===== config.mk =====
export PLATFORM = sky130hd
export DESIGN_NAME = dmcp_port
export DESIGN_NICKNAME = d
export VERILOG_FILES = /design/src/rtl/dmcp_pkg.sv /design/src/rtl/dmcp_port.sv /design/src/rtl/dmcp_sync2.sv
export SDC_FILE = /design/constraint.sdc
export NUM_CORES = 1
export LEC_CHECK = 0
export BUFFER_PORTS_ARGS = -buffer_cell sky130_fd_sc_hd__clkbuf_2
export CORE_AREA = 2 2 78 80
export CTS_CLUSTER_DIAMETER = 30
export DETAILED_ROUTE_END_ITERATION = 6
export DIE_AREA = 0 0 80 82
export PLACE_DENSITY = 0.78
export SLEW_MARGIN = 20
export SYNTH_ARGS = -nofsm -noshare
export SYNTH_HDL_FRONTEND = slang
export SYNTH_SLANG_ARGS = --single-unit

===== constraint.sdc =====
create_clock -name sys_clk -period 2.6 [get_ports sys_clk]
set_input_delay 0.13 -clock sys_clk [delete_from_list [all_inputs] [get_ports sys_clk]]
set_output_delay 0.13 -clock sys_clk [all_outputs]
set_load 0.05 [all_outputs]

===== src/rtl/dmcp_pkg.sv =====
// Shared constants and types of the dual mode serial control port
package dmcp_pkg;

  // ***********************************************************
  // Word layout
  // ***********************************************************
  localparam int DMCP_WORD_W = 16;
  localparam int DMCP_ADDR_W = 7;
  localparam int DMCP_DATA_W = 9;
  localparam int DMCP_BYTE_W = 8;

  // ***********************************************************
  // 2-wire device address: upper six bits fixed, lsb from pin
  // ***********************************************************
  localparam logic [5:0] DMCP_DEV_ADDR_HI = 6'h0d;
  localparam logic DMCP_DIR_WRITE = 1'b0;

  // ***********************************************************
  // Synchroniser lane positions and reset levels
  // ***********************************************************
  localparam int DMCP_SYN_W = 4;
  localparam int DMCP_SYN_SCL = 0;
  localparam int DMCP_SYN_SDA = 1;
  localparam int DMCP_SYN_SEL = 2;
  localparam int DMCP_SYN_MODE = 3;
  localparam logic [3:0] DMCP_SYN_RST = 4'h0;

  // ***********************************************************
  // Counters and reset values
  // ***********************************************************
  localparam logic [4:0] DMCP_3W_FULL = 5'h10;
  localparam logic [2:0] DMCP_LAST_BIT = 3'h7;
  localparam logic [15:0] DMCP_WORD_RST = 16'h0000;
  localparam logic [7:0] DMCP_BYTE_RST = 8'h00;

  // Decoded control word
  typedef struct packed {
    logic [6:0] addr;
    logic [8:0] data;
  } dmcp_word_t;

  // 2-wire receive sequence
  typedef enum logic [2:0] {
    DMCP_IDLE = 3'b000,
    DMCP_ADDR = 3'b001,
    DMCP_ACK_A = 3'b010,
    DMCP_BYTE1 = 3'b011,
    DMCP_ACK_1 = 3'b100,
    DMCP_BYTE2 = 3'b101,
    DMCP_ACK_2 = 3'b110,
    DMCP_WAIT_STOP = 3'b111
  } dmcp_state_t;

endpackage


===== src/rtl/dmcp_port.sv =====
// Dual mode (2-wire / 3-wire) serial control port, slave only
//
// Behaviour
// - Every transfer carries 16 bits split into a 7-bit address on top and 9 data bits below.
// - The format strap picks 2-wire when low and 3-wire when high.
// - An open strap falls back to 2-wire, which is also the value held from reset.
// - The port is a slave only and never drives the serial clock or starts a transfer.
// - In 3-wire format bits are shifted in on the data line and applied on the latch pulse.
// - A falling data line while the clock is high starts a 2-wire sequence.
// - After a start eight bits are taken msb first, seven address bits then the direction.
// - A matching address with write direction is acknowledged by holding data low one pulse.
// - A wrong address or a read gets no acknowledge and the port returns to idle.
// - The first data byte carries word bits 15 to 8 and is acknowledged.
// - The second data byte carries word bits 7 to 0 and is acknowledged.
// - A rising data line while the clock is high ends the sequence and the port goes idle.
// - A start or stop out of sequence abandons the transfer at once.
// - The 2-wire address is 0011010 with the select pin low and 0011011 with it high.
`timescale 1ns/100ps
`default_nettype none
module dmcp_port
  import dmcp_pkg::*;
(
  input wire logic sys_clk,
  input wire logic rst_n,
  input wire logic format_sel_pin,
  input wire logic serial_clk,
  input wire logic control_data_line_i,
  output logic control_data_line_o,
  output logic control_data_line_oe,
  input wire logic select_latch_or_addr_pin,
  output dmcp_word_t word_q,
  output logic word_valid_q
);

  // ***********************************************************
  // Pin synchronisation and edge detection
  // ***********************************************************
  logic [3:0] syn;
  logic [3:0] prev_q;
  logic scl_s, sda_s, sel_s, mode_3w;
  logic scl_rise, scl_fall, start_det, stop_det, sel_rise;

  dmcp_sync2 u_sync (
    .sys_clk(sys_clk),
    .rst_n(rst_n),
    .async_in({format_sel_pin, select_latch_or_addr_pin,
               control_data_line_i, serial_clk}),
    .sync_out(syn)
  );

  // Previous synchronised levels for edge finding
  always_ff @(posedge sys_clk or negedge rst_n) begin
    if (!rst_n) begin
      prev_q <= DMCP_SYN_RST;
    end else begin
      prev_q <= syn;
    end
  end

  // Strap low or unstrapped (reset value 0) means 2-wire
  assign mode_3w = syn[DMCP_SYN_MODE];
  assign scl_s = syn[DMCP_SYN_SCL];
  assign sda_s = syn[DMCP_SYN_SDA];
  assign sel_s = syn[DMCP_SYN_SEL];
  assign scl_rise = scl_s & ~prev_q[DMCP_SYN_SCL];
  assign scl_fall = ~scl_s & prev_q[DMCP_SYN_SCL];
  assign sel_rise = sel_s & ~prev_q[DMCP_SYN_SEL];
  // Data edges only count while the clock stayed high
  assign start_det = scl_s & prev_q[DMCP_SYN_SCL] & prev_q[DMCP_SYN_SDA]
                     & ~sda_s;
  assign stop_det = scl_s & prev_q[DMCP_SYN_SCL] & ~prev_q[DMCP_SYN_SDA]
                    & sda_s;

  // ***********************************************************
  // 3-wire receiver
  // ***********************************************************
  logic [15:0] sr3_q;
  logic [4:0] cnt3_q;
  logic commit_3w;

  // Only the last 16 bits survive if the host clocks extra ones.
  // The count is kept across the select fall, since the word is
  // clocked in before the latch pulse, and cleared by the latch.
  // A clock edge in the cycle the mode takes hold (as after reset,
  // when the pins rise out of the cleared synchroniser) is ignored.
  always_ff @(posedge sys_clk or negedge rst_n) begin
    if (!rst_n) begin
      sr3_q <= DMCP_WORD_RST;
      cnt3_q <= '0;
    end else if (!mode_3w || !prev_q[DMCP_SYN_MODE]) begin
      cnt3_q <= '0;
    end else if (scl_rise) begin
      sr3_q <= {sr3_q[14:0], sda_s};
      if (cnt3_q != DMCP_3W_FULL) begin
        cnt3_q <= cnt3_q + 5'h01;
      end
    end else if (sel_rise) begin
      cnt3_q <= '0;
    end
  end

  assign commit_3w = mode_3w & sel_rise & (cnt3_q == DMCP_3W_FULL);

  // ***********************************************************
  // 2-wire receiver
  // ***********************************************************
  dmcp_state_t st_q;
  logic [6:0] sh_q;
  logic [2:0] bit_q;
  logic ack_on_q;
  logic [7:0] adr_q, hi_q, lo_q;
  logic [6:0] dev_addr;
  logic [7:0] byte_in;
  logic byte_done, commit_2w, in_byte;

  assign dev_addr = {DMCP_DEV_ADDR_HI, sel_s};
  assign byte_in = {sh_q, sda_s};
  assign in_byte = (st_q == DMCP_ADDR) || (st_q == DMCP_BYTE1) ||
                   (st_q == DMCP_BYTE2);
  assign byte_done = in_byte & scl_rise & (bit_q == DMCP_LAST_BIT);
  assign commit_2w = (st_q == DMCP_ACK_2) & scl_fall & ack_on_q;

  // Bit shifter, msb first, restarted for every byte
  always_ff @(posedge sys_clk or negedge rst_n) begin
    if (!rst_n) begin
      sh_q <= '0;
      bit_q <= '0;
    end else if (!in_byte) begin
      bit_q <= '0;
    end else if (scl_rise) begin
      sh_q <= byte_in[6:0];
      bit_q <= bit_q + 3'h1;
    end
  end

  // Received bytes; bytes map onto word bits 15..8 and 7..0
  always_ff @(posedge sys_clk or negedge rst_n) begin
    if (!rst_n) begin
      adr_q <= DMCP_BYTE_RST;
      hi_q <= DMCP_BYTE_RST;
      lo_q <= DMCP_BYTE_RST;
    end else if (byte_done) begin
      unique case (st_q)
        DMCP_ADDR: adr_q <= byte_in;
        DMCP_BYTE1: hi_q <= byte_in;
        DMCP_BYTE2: lo_q <= byte_in;
        default: adr_q <= adr_q;
      endcase
    end
  end

  // Sequence control; a start in the middle aborts instead of
  // restarting, so the host must send a fresh start afterwards
  always_ff @(posedge sys_clk or negedge rst_n) begin
    if (!rst_n) begin
      st_q <= DMCP_IDLE;
    end else if (mode_3w) begin
      st_q <= DMCP_IDLE;
    end else if (start_det) begin
      st_q <= (st_q == DMCP_IDLE) ? DMCP_ADDR : DMCP_IDLE;
    end else if (stop_det) begin
      st_q <= DMCP_IDLE;
    end else begin
      unique case (st_q)
        DMCP_IDLE: st_q <= DMCP_IDLE;
        DMCP_ADDR: begin
          if (byte_done) begin
            if (byte_in[7:1] == dev_addr && byte_in[0] == DMCP_DIR_WRITE) begin
              st_q <= DMCP_ACK_A;
            end else begin
              st_q <= DMCP_IDLE;
            end
          end
        end
        DMCP_ACK_A: if (scl_fall && ack_on_q) st_q <= DMCP_BYTE1;
        DMCP_BYTE1: if (byte_done) st_q <= DMCP_ACK_1;
        DMCP_ACK_1: if (scl_fall && ack_on_q) st_q <= DMCP_BYTE2;
        DMCP_BYTE2: if (byte_done) st_q <= DMCP_ACK_2;
        DMCP_ACK_2: if (commit_2w) st_q <= DMCP_WAIT_STOP;
        DMCP_WAIT_STOP: st_q <= DMCP_WAIT_STOP;
      endcase
    end
  end

  // Acknowledge: pull low from the fall after the 8th bit to the
  // next fall, so the host samples it on the ninth clock high
  always_ff @(posedge sys_clk or negedge rst_n) begin
    if (!rst_n) begin
      ack_on_q <= 1'b0;
    end else if (mode_3w || start_det || stop_det) begin
      ack_on_q <= 1'b0;
    end else if (scl_fall) begin
      ack_on_q <= ~ack_on_q & ((st_q == DMCP_ACK_A) ||
                  (st_q == DMCP_ACK_1) || (st_q == DMCP_ACK_2));
    end
  end

  // Open-drain data line: only ever pulled low, no clock output
  assign control_data_line_o = 1'b0;
  assign control_data_line_oe = ack_on_q;

  // ***********************************************************
  // Word output
  // ***********************************************************
  // Top seven bits address the register, low nine are its contents
  always_ff @(posedge sys_clk or negedge rst_n) begin
    if (!rst_n) begin
      word_q <= dmcp_word_t'(DMCP_WORD_RST);
      word_valid_q <= 1'b0;
    end else begin
      word_valid_q <= commit_3w | commit_2w;
      if (commit_3w) begin
        word_q <= dmcp_word_t'(sr3_q);
      end else if (commit_2w) begin
        word_q <= dmcp_word_t'({hi_q, lo_q});
      end
    end
  end

  // ***********************************************************
  // Assertions
  // ***********************************************************
  property p_oe_2w_only;
    @(posedge sys_clk) disable iff (!rst_n)
    control_data_line_oe |-> !mode_3w;
  endproperty
  a_oe_2w_only: assert property (p_oe_2w_only)
    else $error("data line driven in 3-wire format");

  property p_low_only;
    @(posedge sys_clk) disable iff (!rst_n)
    control_data_line_oe |-> control_data_line_o == 1'b0;
  endproperty
  a_low_only: assert property (p_low_only)
    else $error("data line driven high");

  property p_ack_match;
    @(posedge sys_clk) disable iff (!rst_n)
    $rose(control_data_line_oe) && st_q == DMCP_ACK_A |->
      adr_q[7:1] == dev_addr && adr_q[0] == 1'b0;
  endproperty
  a_ack_match: assert property (p_ack_match)
    else $error("address acknowledged without match");

  property p_nack_idle;
    @(posedge sys_clk) disable iff (!rst_n)
    byte_done && st_q == DMCP_ADDR && !start_det && !stop_det &&
      (byte_in[7:1] != dev_addr || byte_in[0]) |=>
      st_q == DMCP_IDLE && !control_data_line_oe [*2];
  endproperty
  a_nack_idle: assert property (p_nack_idle)
    else $error("wrong address or read not refused");

  property p_abort;
    @(posedge sys_clk) disable iff (!rst_n)
    start_det && st_q != DMCP_IDLE |=> st_q == DMCP_IDLE && !word_valid_q;
  endproperty
  a_abort: assert property (p_abort)
    else $error("out of sequence start did not abort");

  property p_stop_idle;
    @(posedge sys_clk) disable iff (!rst_n)
    stop_det |=> st_q == DMCP_IDLE;
  endproperty
  a_stop_idle: assert property (p_stop_idle)
    else $error("stop did not return to idle");

  property p_addr_sel;
    @(posedge sys_clk) disable iff (!rst_n)
    dev_addr == (sel_s ? 7'h1b : 7'h1a);
  endproperty
  a_addr_sel: assert property (p_addr_sel)
    else $error("device address wrong for select pin");

  property p_3w_word;
    @(posedge sys_clk) disable iff (!rst_n)
    commit_3w |=> word_valid_q && word_q == dmcp_word_t'($past(sr3_q));
  endproperty
  a_3w_word: assert property (p_3w_word)
    else $error("3-wire word not applied on latch");

  property p_complete_only;
    @(posedge sys_clk) disable iff (!rst_n)
    word_valid_q |-> ($past(st_q) == DMCP_ACK_2 && !$past(mode_3w)) ||
      ($past(mode_3w) && $past(cnt3_q) == DMCP_3W_FULL);
  endproperty
  a_complete_only: assert property (p_complete_only)
    else $error("word applied from incomplete transfer");

  property p_2w_bytes;
    @(posedge sys_clk) disable iff (!rst_n)
    commit_2w |=> word_q == dmcp_word_t'({$past(hi_q), $past(lo_q)});
  endproperty
  a_2w_bytes: assert property (p_2w_bytes)
    else $error("2-wire bytes assembled wrongly");

endmodule
`default_nettype wire


===== src/rtl/dmcp_sync2.sv =====
// Two flip-flop synchroniser for the serial port pins
`timescale 1ns/100ps
`default_nettype none
module dmcp_sync2
  import dmcp_pkg::*;
(
  input wire logic sys_clk,
  input wire logic rst_n,
  input wire logic [3:0] async_in,
  output logic [3:0] sync_out
);

  logic [3:0] meta_q;

  // First stage feeds only the second stage
  always_ff @(posedge sys_clk or negedge rst_n) begin
    if (!rst_n) begin
      meta_q <= DMCP_SYN_RST;
      sync_out <= DMCP_SYN_RST;
    end else begin
      meta_q <= async_in;
      sync_out <= meta_q;
    end
  end

endmodule
`default_nettype wire


# After elaboration in Yosys (flattened, before gate mapping)
# Index checks and enable logic that the tools add are counted.
[totals]
reg_bits = 80
latchBits = 0
ramBits = 0
mem_bits_ro = 0
in_bits = 6
word_cells = 101
mem_count = 0
[op_classes]
add_sub_neg = 2
multipliers = 0
div = 0
magnitude_cmp = 0
eq_ne = 19
n_shift = 0
mux = 22
bitwise = 23
reduce_logical = 21
[op_table]
columns = ["cell", "n"]
rows = [
  ["two-way mux 3 bit", 11],
  ["two-way mux 16 bit", 2],
  ["inequality test 5 x 4 -> 1 bit, second input constant", 6],
  ["one-hot mux 3 bit (8 select lines)", 1],
  ["two-way mux 5 bit", 4],
  ["bitwise AND 1 bit", 15],
  ["equality test 3 bit, second input constant", 5],
  ["AND reduction 2 bit", 5],
  ["equality test 7 x 5 -> 1 bit", 1],
  ["logical OR 1 bit", 7],
  ["NOT 1 bit", 7],
  ["equality test 3 x 2 -> 1 bit, second input constant", 2],
  ["AND reduction 6 bit", 1],
  ["adder 5 x 1 -> 5 bit, second input constant", 1],
  ["equality test 5 bit, second input constant", 1],
  ["inequality test 5 bit, second input constant", 1],
  ["nonzero test 2 bit", 2],
  ["adder 3 x 1 -> 3 bit, second input constant", 1],
  ["equality test 3 x 1 -> 1 bit, second input constant", 1],
  ["logical NOT 3 bit", 1],
  ["two-way mux 1 bit", 3],
  ["inequality test 3 x 1 -> 1 bit, second input constant", 1],
  ["nonzero test 3 bit", 1],
  ["logical AND 1 bit", 2],
  ["4 further kinds", 5],
]

# Longest topological paths before layout
# Gate-level depths: netlist of the first run.
[logic_depth]
ltp_word = 10
mapped_depth = 8

# Cells and area by module
# Synthesis of the first run repeated with hierarchy kept, for this count alone.
[hier_totals]
hier_cells = 250
area_unflattened_um2 = 3328.2
[by_module_without_submodules]
columns = ["module", "n_inst", "cells_each", "area_each_um2", "seq_area_each_um2"]
rows = [
  ["dmcp_port", 1, 242, 3128.0, 1801.7],
  ["dmcp_sync2", 1, 8, 200.2, 200.2],
]

# Worst setup path before layout of the first run
# No wires, ideal clock.
[synth_path]
path_type = "reg-to-reg"
startpoint = "register bit_q[0]"
endpoint = "register hi_q[3]"
setup_time_ns = 0.125
t_arrival_ns = 1.617
required_ns = 2.475
setup_slack_ns = 0.858
stages_incl_launch_ff = 6
cell_sequence = "dfrtp_1 ha_1 ha_1 nand4b_2 nor3b_4 mux2_2"
[synth_between]
elab_chain_cells = 3
[synth_rtl]
columns = ["element", "line", "source"]
rows = [
  ["from (decl)", "dmcp_port.sv:109", "logic [2:0] bit_q;"],
  ["from (signal assigned)", "dmcp_port.sv:132", "bit_q <= bit_q + 3'h1;"],
  ["equality test 3 bit", "dmcp_port.sv:120", "assign byte_done = in_byte & scl_rise & (bit_q == DMCP_LAST_BIT);"],
  ["bitwise AND 1 bit", "dmcp_port.sv:120", ""],
  ["AND reduction 2 bit (no source line)", "--", ""],
  ["to (signal assigned)", "dmcp_port.sv:145", "DMCP_BYTE1: hi_q <= byte_in;"],
  ["to (decl)", "dmcp_port.sv:111", "logic [7:0] adr_q, hi_q, lo_q;"],
]
# No other way between the ends.
# A chain may end at the register's enable or synchronous reset.

# Worst setup path after layout of the first run
[layout_path]
startpoint = "register bit_q[0]"
endpoint = "register hi_q[4]"
# The elaborated chain is that of the path after synthesis.

==> results of run 1 <==
[area by class of cell]
cell class	count	area share
inverter	2	0.00198
multi-input combinational	153	0.324
timing repair buffer	33	0.0595
clock inverter	5	0.0281
sequential	80	0.529
tap	75	0.0248
clock buffer	9	0.0327
[synthesized netlist by cell type]
cell / n / share of area
mux2_2: 37 / 0.13
a21bo_2: 1 / 0.0030
a21oi_1: 2 / 0.0030
clkbuf_1: 1 / 0.0011
nor3_1: 2 / 0.0030
xor2_1: 1 / 0.0026
nor3b_4: 2 / 0.011
a21o_1: 1 / 0.0023
buf_6: 2 / 0.0068
clkbuf_2: 1 / 0.0015
and4bb_2: 1 / 0.0038
inv_1: 2 / 0.0023
nand2b_1: 1 / 0.0019
nor2_1: 10 / 0.011
nand4b_1: 2 / 0.0053
nand3_1: 3 / 0.0045
a31oi_1: 1 / 0.0019
a41o_1: 1 / 0.0030
a221oi_1: 1 / 0.0026
mux2_1: 3 / 0.010
nor2b_1: 5 / 0.0094
conb_1: 1 / 0.0011
buf_2: 7 / 0.011
dfrtp_1: 80 / 0.60
o31ai_1: 2 / 0.0045
a22o_1: 1 / 0.0026
and4bb_1: 1 / 0.0038
nor4b_1: 2 / 0.0053
a31o_2: 1 / 0.0026
buf_4: 2 / 0.0045
nor4bb_1: 1 / 0.0030
or2_1: 1 / 0.0019
and3_1: 1 / 0.0019
xnor2_1: 2 / 0.0053
nor4_1: 1 / 0.0019
mux2i_1: 18 / 0.054
o21ai_1: 9 / 0.014
nand4b_2: 1 / 0.0045
nand4_1: 1 / 0.0019
o21ai_0: 12 / 0.018
and2b_1: 1 / 0.0023
ha_1: 4 / 0.015
nand2_1: 19 / 0.021
[power by group through the flow]
stage,registers [mW],clock network (mW),logic [mW]
detailed placement,1.35,0,0.0931
finish,1.32,1.06,0.102
global route,1.33,1.14,0.115
floorplan,1.34,0,0.0606
CTS,1.33,1.08,0.100
global placement,1.35,0,0.0912
[sequential cells by signal, indices dropped and copies added (netlist names)]
| name | count |
|---|---|
| bit_q | 3 |
| cnt3_q | 5 |
| control_data_line_oe | 1 |
| hi_q | 8 |
| lo_q | 8 |
| prev_q | 4 |
| sh_q | 7 |
| sr3_q | 16 |
| st_q | 3 |
| u_sync.meta_q | 4 |
| u_sync.sync_out | 4 |
| word_q | 16 |
| word_valid_q | 1 |
[logic make-up (layout without fill, tap and decap cells)]
group / after synthesis / after routing / synth area share
other cells: 1 / 1 / 0.00113
simple gates: 55 / 55 / 0.0984
compound gates: 32 / 32 / 0.0573
buf+inv: 15 / 49 / 0.0268
mux: 58 / 58 / 0.190
fa+ha+maj: 4 / 4 / 0.0151
flops: 80 / 80 / 0.603
xor+xnor: 3 / 3 / 0.00792
[worst max-delay path by stage]
stage                         from       to  slack [ns]  cells past startpoint
final                     bit_q[0]  hi_q[4]        0.69                      5
after global routing      bit_q[0]  hi_q[4]        0.54                      5
after CTS                 bit_q[0]  hi_q[4]        0.67                      5
after detailed placement  bit_q[0]  hi_q[4]        0.67                      5
after global placement    bit_q[0]  hi_q[7]        0.77                      5
after floorplan           bit_q[0]  hi_q[3]        0.86                      5
[metal layers]
layer / share of wire / GRT usage / vias to the layer above / wire (um)
li1: - / - / 940 / -
met1: 0.50 / 0.271 / 966 / 2610
met2: 0.46 / 0.280 / 26 / 2420
met3: 0.031 / 0.0363 / 7 / 164
met4: 0.011 / 0.0864 / 0 / 59
met5: 0 / 0 / - / 0
==> reports/results.ini, run 1 <==
[critical_path]
required_ns=2.83
reg2regPathDepth=5
critPathArrivalTime_ns=2.14
critPathMostFrequentCell=ha_1
reg2reg_to=hi_q[4]
slowest_delay_ns=0.47
critPathMaxFanout=9
crit_chain=ha_1 -> ha_1 -> nand4b_2 -> nor3b_4 -> mux2_2
startpoint_type=flop
critPathKind=flop to flop
crit_path_top_delay_cell=nor3b_4
critPathBufInv=0
timing.reg2reg.setup_slack_ns=0.69
setup.worst_path.end_class=flop
cp_top_family=simple AND/OR/NAND/NOR gates
regToRegStartpoint=bit_q[0]

[route]
dr_total_vias=1939
drtIter0Drc=108
wl_per_cell_um=14.7
drc=0
drt.antenna.violating_nets=0
firstDrtPassIters=4
vias_per_cell=5.43
wl_um=5250

[clocking]
root_buffer=clkbuf_8
clk_pin_slew_ns=0.07
numCtsBuffers=9
ctsHtreeMaxLevel=3
cts_resized=0
numClockSinks=80
ctsHoldBuffers=5
clk_latency_ns=0.34
post_cts_buffers=0
cts_tree=built
cts_max_path_buffers=2

[power]
clkPwrFrac=0.425
p_leak_nw=1.82
power_density_nw_per_um2=656
p_int_mw=1.97
power_frac_seq=0.534
switching_share=0.207
p_comb_frac=0.041
report.power.total_mw=2.48
power.switching_mw=0.513
peakVddDrop_mv=0.431

[place]
dpl.hpwl_um=3420
placed_cell_area_sq_um=3480
dp.cells=337
gp_congestion=0.749
io_buffer_count=23
pre_cts_ws_ns=0.669

[floorplan]
ios=25
row_count=28
coreArea_sq_um=5750
die-width_um=80
fp.dieH_um=82
die_area_sq_um=6560
start_util=0.578

[final_layout]
finalNonFillerCells=357
multi_input_area_sq_um=1230
layout_commonest_cell=dfrtp_1
fillers=446
seq_area_sq_um=2000
fin_nets=289
fin_util=0.659
syn2layout_area_growth_pct=14.1
fin_area_sq_um=3790
layout_common_cells=dfrtp_1, mux2_2, clkbuf_2
drive_above_1_share=0.301
n_antenna_cell=0

[timing]
fmax_mhz=524
rsz0062_at_grt=false
finalCritPeriodShare=0.734
slew_violations=0
setup-tns-final_ns=0
period_needed_ns=1.91
hold_ws_ns=0.220
clock_skew_ns=0.00734
setup_slack_ns=0.690
setup_viol=0
final_hold_viol_count=0

[yosys]
ys_seq_area_frac=0.603
synth.avg_cell_area_sq_um=13.4
synth_cell_types=43
syn-cell-area_sq_um=3320
syn_nets=258
syn_inst=248
synth-seq-cells=80
ys_warn_count=0

[hold_path]
hp-class=input pin to asynchronous set/reset pin

[global_routing]
antenna_found_initial=0
gr-total-overflow=0
track_usage=0.188
grt_first_pass_wirelength_um=9430
grt_pass1_vias=1931
grt_max_degree=81

[flow_run]
maxCapViolCount=0

[status]
status=completed

Note: power is estimated with default switching activity, not from simulation.
==> run 2, diff against run 1 <==
--- a/config.mk
+++ b/config.mk
@@ -5,12 +5,13 @@
 export SDC_FILE = /design/constraint.sdc
 export NUM_CORES = 1
 export LEC_CHECK = 0
+export ABC_AREA = 1
 export BUFFER_PORTS_ARGS = -buffer_cell sky130_fd_sc_hd__clkbuf_2
-export CORE_AREA = 2 2 78 80
+export CORE_AREA = 2 2 84 86
 export CTS_CLUSTER_DIAMETER = 30
 export DETAILED_ROUTE_END_ITERATION = 6
-export DIE_AREA = 0 0 80 82
-export PLACE_DENSITY = 0.78
+export DIE_AREA = 0 0 86 88
+export PLACE_DENSITY = 0.73
 export SLEW_MARGIN = 20
 export SYNTH_ARGS = -nofsm -noshare
 export SYNTH_HDL_FRONTEND = slang
==> constraint.sdc (replaced) <==
create_clock -name sys_clk -period 1.73 [get_ports sys_clk]
set_input_delay 0.0865 -clock sys_clk [delete_from_list [all_inputs] [get_ports sys_clk]]
set_output_delay 0.0865 -clock sys_clk [all_outputs]
set_load 0.05 [all_outputs]
==> run 2 against run 1 <==
Net effect: core utilization shrank 6.8 points; maximum frequency grew 22%; final area grew 3.7%; routed wire length grew 33%; die area grew 15%; clock power grew 32%; critical path depth grew 2; via count grew 35%; count of clock-buffer cells in the layout is the same; first-iteration DRC count grew 57%; total power grew 43%.
==> reports/results.ini, run 2 <==
[floorplan]
die_area_sq_um=7570
coreArea_sq_um=6640
ios=25
row_count=30
start_util=0.522
fp.dieH_um=88
die-width_um=86

[timing]
slew_headroom=0.665
clock_skew_ns=0.0114
fmax_mhz=641
hold_ws_ns=0.248
setup-tns-final_ns=0
setup_viol=0
finalCritPeriodShare=0.902
final_hold_viol_count=0
period_needed_ns=1.56
worst_pin_slew_ns=0.503
rsz0062_at_grt=false
slew_violations=0

[critical_path]
setup.worst_path.end_class=flop
critPathMaxFanout=16
reg2reg_to=lo_q[6]
critPathKind=flop to flop
startpoint_type=flop
regToRegStartpoint=bit_q[0]
reg2regPathDepth=7
critPathArrivalTime_ns=1.84
timing.reg2reg.setup_slack_ns=0.17
required_ns=2.01

[yosys]
syn_nets=394
synth_top_family_by_area=simple AND/OR/NAND/NOR gates
synth_common_cells=nand2_1, dfrtp_1, nand3_1
synth-simple-area-share=0.275
syn_inst=384
synth_enable_flop_cells=0
synth_adder_area_share=0.0144
yosys.area.top_type=dfrtp_1
synth-xor-area-share=0.00252
synth_compound_area_frac=0.0750
ys_warn_count=0
ys_seq_area_frac=0.577
synth_cell_types=22
synth_mux_area_frac=0
synth_top_area_frac=0.577
synth.avg_cell_area_sq_um=9.04
synthTopCellsByArea=dfrtp_1, nand2_1, nand3_1
synth-seq-cells=80
synth_most_common_cell=nand2_1
synthArstFlopShare=1.00
synthFlopType=dfrtp_1
syn-cell-area_sq_um=3470

[final_layout]
syn2layout_area_growth_pct=13.2
fin_nets=428
layout_common_cells=nand2_1, dfrtp_1, nand3_1
fillers=590
layout_commonest_cell=nand2_1
largestRegisters=sr3_q (16), word_q (16)
n_antenna_cell=0
drive_above_1_share=0.182

[route]
drt.antenna.violating_nets=0
drc=0
vias_per_cell=5.21
drtIter0Drc=170
wl_um=6950
wl_per_cell_um=13.8
firstDrtPassIters=5
dr_total_vias=2620

[clocking]
clk_latency_ns=0.35
clk_pin_slew_ns=0.09
cts_resized=0
ctsHoldBuffers=5
ctsHtreeMaxLevel=3
root_buffer=clkbuf_8
numClockSinks=80
post_cts_buffers=0
cts_tree=built
numCtsBuffers=9
cts_max_path_buffers=2

[global_routing]
grt_max_degree=42
track_usage=0.201
grt_pass1_vias=2563
grt_first_pass_wirelength_um=11900
gr-total-overflow=0
antenna_found_initial=0

[place]
dpl.hpwl_um=4630
io_buffer_count=23
gp_congestion=0.864

[power]
p_leak_nw=2.01
p_comb_frac=0.049
power_density_nw_per_um2=901
clkPwrFrac=0.397
switching_share=0.250
p_int_mw=2.65
power_frac_seq=0.554
power.switching_mw=0.884
peakVddDrop_mv=0.464

[flow_run]
maxCapViolCount=0

[hold_path]
hp-class=input pin to asynchronous set/reset pin

[status]
status=completed

-- run 2: changes by cell type after synthesis, moves of 5 or more --
| cell | previous run | this run |
|---|---|---|
| mux2_2 | 37 | 0 |
| nor2_1 | 10 | 15 |
| inv_2 | 0 | 5 |
| o21ai_1 | 9 | 0 |
| nand2_1 | 19 | 126 |
| o21ai_2 | 0 | 17 |
| nor2b_1 | 5 | 0 |
| o21ai_0 | 12 | 17 |
| inv_1 | 2 | 23 |
| mux2i_1 | 18 | 0 |
| nand3_1 | 3 | 66 |
-- run 2: per-stage QoR --
step	worst slack [ns]	instances	util	area (sq um)	power (mW)
floorplan	0.254	384	-	3470	2.08
global placement	0.231	482	0.553	3670	2.16
detailed placement	0.219	482	0.553	3670	2.17
CTS	0.167	503	0.591	3930	3.57
global route	0.0569	503	0.591	3930	3.70
finish	0.170	503	0.591	3930	3.54
-- run 2: kinds of logic after synthesis --
logic type      count (synthesis)
simple gates                  220
flops                          80
buf+inv                        41
compound gates                 37
fa+ha+maj                       4
xor+xnor                        1
other cells                     1
-- run 2: power by group through the flow --
stage	logic [mW]	clock network, mW	registers (mW)
finish	0.174	1.40	1.96
global route	0.204	1.53	1.97
detailed placement	0.169	0	2.00
floorplan	0.0949	0	1.99
global placement	0.165	0	1.99
CTS	0.178	1.43	1.96
-- run 2: routing by layer --
metal | vias to the layer above | wire (um) | GRT usage
met2 | 54 | 3310 | 0.328
met3 | 13 | 244 | 0.0500
met1 | 1239 | 3270 | 0.262
li1 | 1314 | - | -
met5 | - | 0 | 0
met4 | 0 | 134 | 0.0707
-- run 2: final cells by class --
class,instances,area (sq um),share of cell area
flip-flops and latches,80,2000,0.510
multi-input cells,263,1280,0.325
repair buffers,36,240,0.0612
clock buffers,9,124,0.0315
inverters,28,105,0.0268
well taps,80,100,0.0255
clock inverters,7,78.8,0.0201
-- run 2: worst max-delay path, cell delays in order (launching register included) --
cell and delay, ns:
dfrtp_1 0.41, ha_1 0.22, ha_1 0.19, inv_1 0.11
nor2_4 0.06, nand2_2 0.29, nand2_1 0.14, o21ai_2 0.07
-- run 2: worst max-delay path by stage --
stage | start | to | slack, ns
after floorplan | control_data_line_oe | word_q[10] | 0.25
after global placement | prev_q[0] | lo_q[4] | 0.23
after detailed placement | prev_q[0] | hi_q[5] | 0.22
after CTS | bit_q[0] | hi_q[5] | 0.17
after global routing | prev_q[0] | cnt3_q[1] | 0.06
final | bit_q[0] | lo_q[6] | 0.17
==> run 3, diff against run 2 <==
--- a/config.mk
+++ b/config.mk
@@ -11,7 +11,7 @@
 export CTS_CLUSTER_DIAMETER = 30
 export DETAILED_ROUTE_END_ITERATION = 6
 export DIE_AREA = 0 0 86 88
-export PLACE_DENSITY = 0.73
+export PLACE_DENSITY = 0.83
 export SLEW_MARGIN = 20
 export SYNTH_ARGS = -nofsm -noshare
 export SYNTH_HDL_FRONTEND = slang
==> constraint.sdc (replaced) <==
create_clock -name sys_clk -period 1.73 [get_ports sys_clk]
set_input_delay 0.0865 -clock sys_clk [delete_from_list [all_inputs] [get_ports sys_clk]]
set_output_delay 0.0865 -clock sys_clk [all_outputs]
set_load 0.01 [all_outputs]
==> run 3 against run 2 <==
Net effect: first-iteration DRC count unchanged; total power down 0.17%; largest cell class unchanged; critical endpoint is now lo_q[4]; critical path depth up 1; non-clock buffer count down 3; worst setup slack worse by 0.075 ns; cell count down 0.60%; global-route usage down 0.37 points; clock skew up 0.0054 ns.
==> reports/results.ini, run 3 (same netlist as run 2, synthesis figures left out) <==
[status]
status=completed

[power]
peakVddDrop_mv=0.591
report.power.total_mw=3.53
power_density_nw_per_um2=902
p_leak_nw=2.00

[place]
dp.cells=479
placed_cell_area_sq_um=3660
pre_cts_ws_ns=0.139
gp_congestion=0.872
dpl.hpwl_um=4440
io_buffer_count=23

[route]
wl_per_cell_um=13.4
dr_total_vias=2647
firstDrtPassIters=4
drt.antenna.violating_nets=0
drtIter0Drc=170
wl_um=6720
vias_per_cell=5.29
drc=0

[global_routing]
top_usage_layer=met2
grt_first_pass_wirelength_um=11600
antenna_found_initial=0
grt_pass1_vias=2560
use_met3=0.0471
track_usage=0.197
gr-usage-met1=0.255
gr-total-overflow=0
grt_max_degree=51
grt_util_met2=0.313

[timing]
finalCritPeriodShare=0.945
rsz0062_at_grt=true
slew_violations=0
hold_ws_ns=0.199
final_hold_viol_count=0
setup-tns-final_ns=0
setup_viol=0
clock_skew_ns=0.0168
fmax_mhz=612
period_needed_ns=1.64
setup_slack_ns=0.0950

[clocking]
clk_latency_ns=0.36
cts_max_path_buffers=2
clk_pin_slew_ns=0.09
numCtsBuffers=9
post_cts_buffers=0
cts_resized=0
cts_tree=built
numClockSinks=80
root_buffer=clkbuf_8
ctsHtreeMaxLevel=3

[floorplan]
coreArea_sq_um=6640
start_util=0.522
row_count=30
fp.dieH_um=88
die_area_sq_um=7570
ios=25
die-width_um=86

[hold_path]
hp-class=input pin to asynchronous set/reset pin

[critical_path]
critPathMaxFanout=17
setup.worst_path.end_class=flop
startpoint_type=flop
critPathKind=flop to flop
reg2regPathDepth=8
regToRegStartpoint=prev_q[0]
required_ns=1.96
timing.reg2reg.setup_slack_ns=0.09
critPathArrivalTime_ns=1.86
reg2reg_to=lo_q[4]

[final_layout]
syn2layout_area_growth_pct=12.8
n_antenna_cell=0
finalNonFillerCells=500
largestRegisters=sr3_q (16), word_q (16)
fin_area_sq_um=3920
layout_common_cells=nand2_1, dfrtp_1, nand3_1
drive_above_1_share=0.176
fin_nets=425
layout_commonest_cell=nand2_1
fin_util=0.589

[flow_run]
maxCapViolCount=0

run 3: changes by cell type in the layout (fill, tap and decap cells not counted):
cell / previous run / this run
buf_12: 1 / 2
buf_4: 8 / 4
clkinv_2: 0 / 1
clkinvlp_4: 3 / 2
run 3: report_power, final:
part / internal (mW) / switching [mW]
Sequential: 1.92 / 0.0413
Combinational: 0.0517 / 0.120
Clock: 0.679 / 0.720
run 3: worst max-delay path, stage by stage, from the launching register on:
cell and delay, ns:
dfrtp_1 0.40, inv_1 0.08, nand2_1 0.14, inv_2 0.16, nand2_4 0.14, nor2_4 0.13, nand2_2 0.23, nand2_1 0.17
o21ai_2 0.07
run 3: layout make-up:
type | count | area, sq um
Timing Repair Buffer | 33 | 230
Tap cell | 80 | 100
Sequential cell | 80 | 2000
Multi-Input combinational cell | 263 | 1280
Inverter | 28 | 105
Clock buffer | 9 | 124
Fill cell | 536 | 2730
Clock inverter | 7 | 76.3
run 3: what timing repair did:
item	4_1_cts	5_1_grt
hold buffers	5	0
setup endpoints to repair	0	16
endpoints found under the hold margin	34	0
run 3: per-layer routing:
layer / routed length [um] / share of wire
met4: 139 / 0.021
met1: 3160 / 0.47
met2: 3170 / 0.47
met3: 253 / 0.038
met5: 0 / 0
run 3: worst max path at each step:
| stage | endpoint | start | slack [ns] |
|---|---|---|---|
| 6_report | lo_q[4] | prev_q[0] | 0.09 |
| 5_1_grt | hi_q[3] | prev_q[0] | -0.06 |
| 4_1_cts | lo_q[4] | prev_q[0] | 0.09 |
| 3_5_place_dp | hi_q[7] | prev_q[0] | 0.14 |
| 3_3_place_gp | lo_q[3] | prev_q[0] | 0.19 |
| 2_1_floorplan | word_q[10] | cnt3_q[0] | 0.34 |
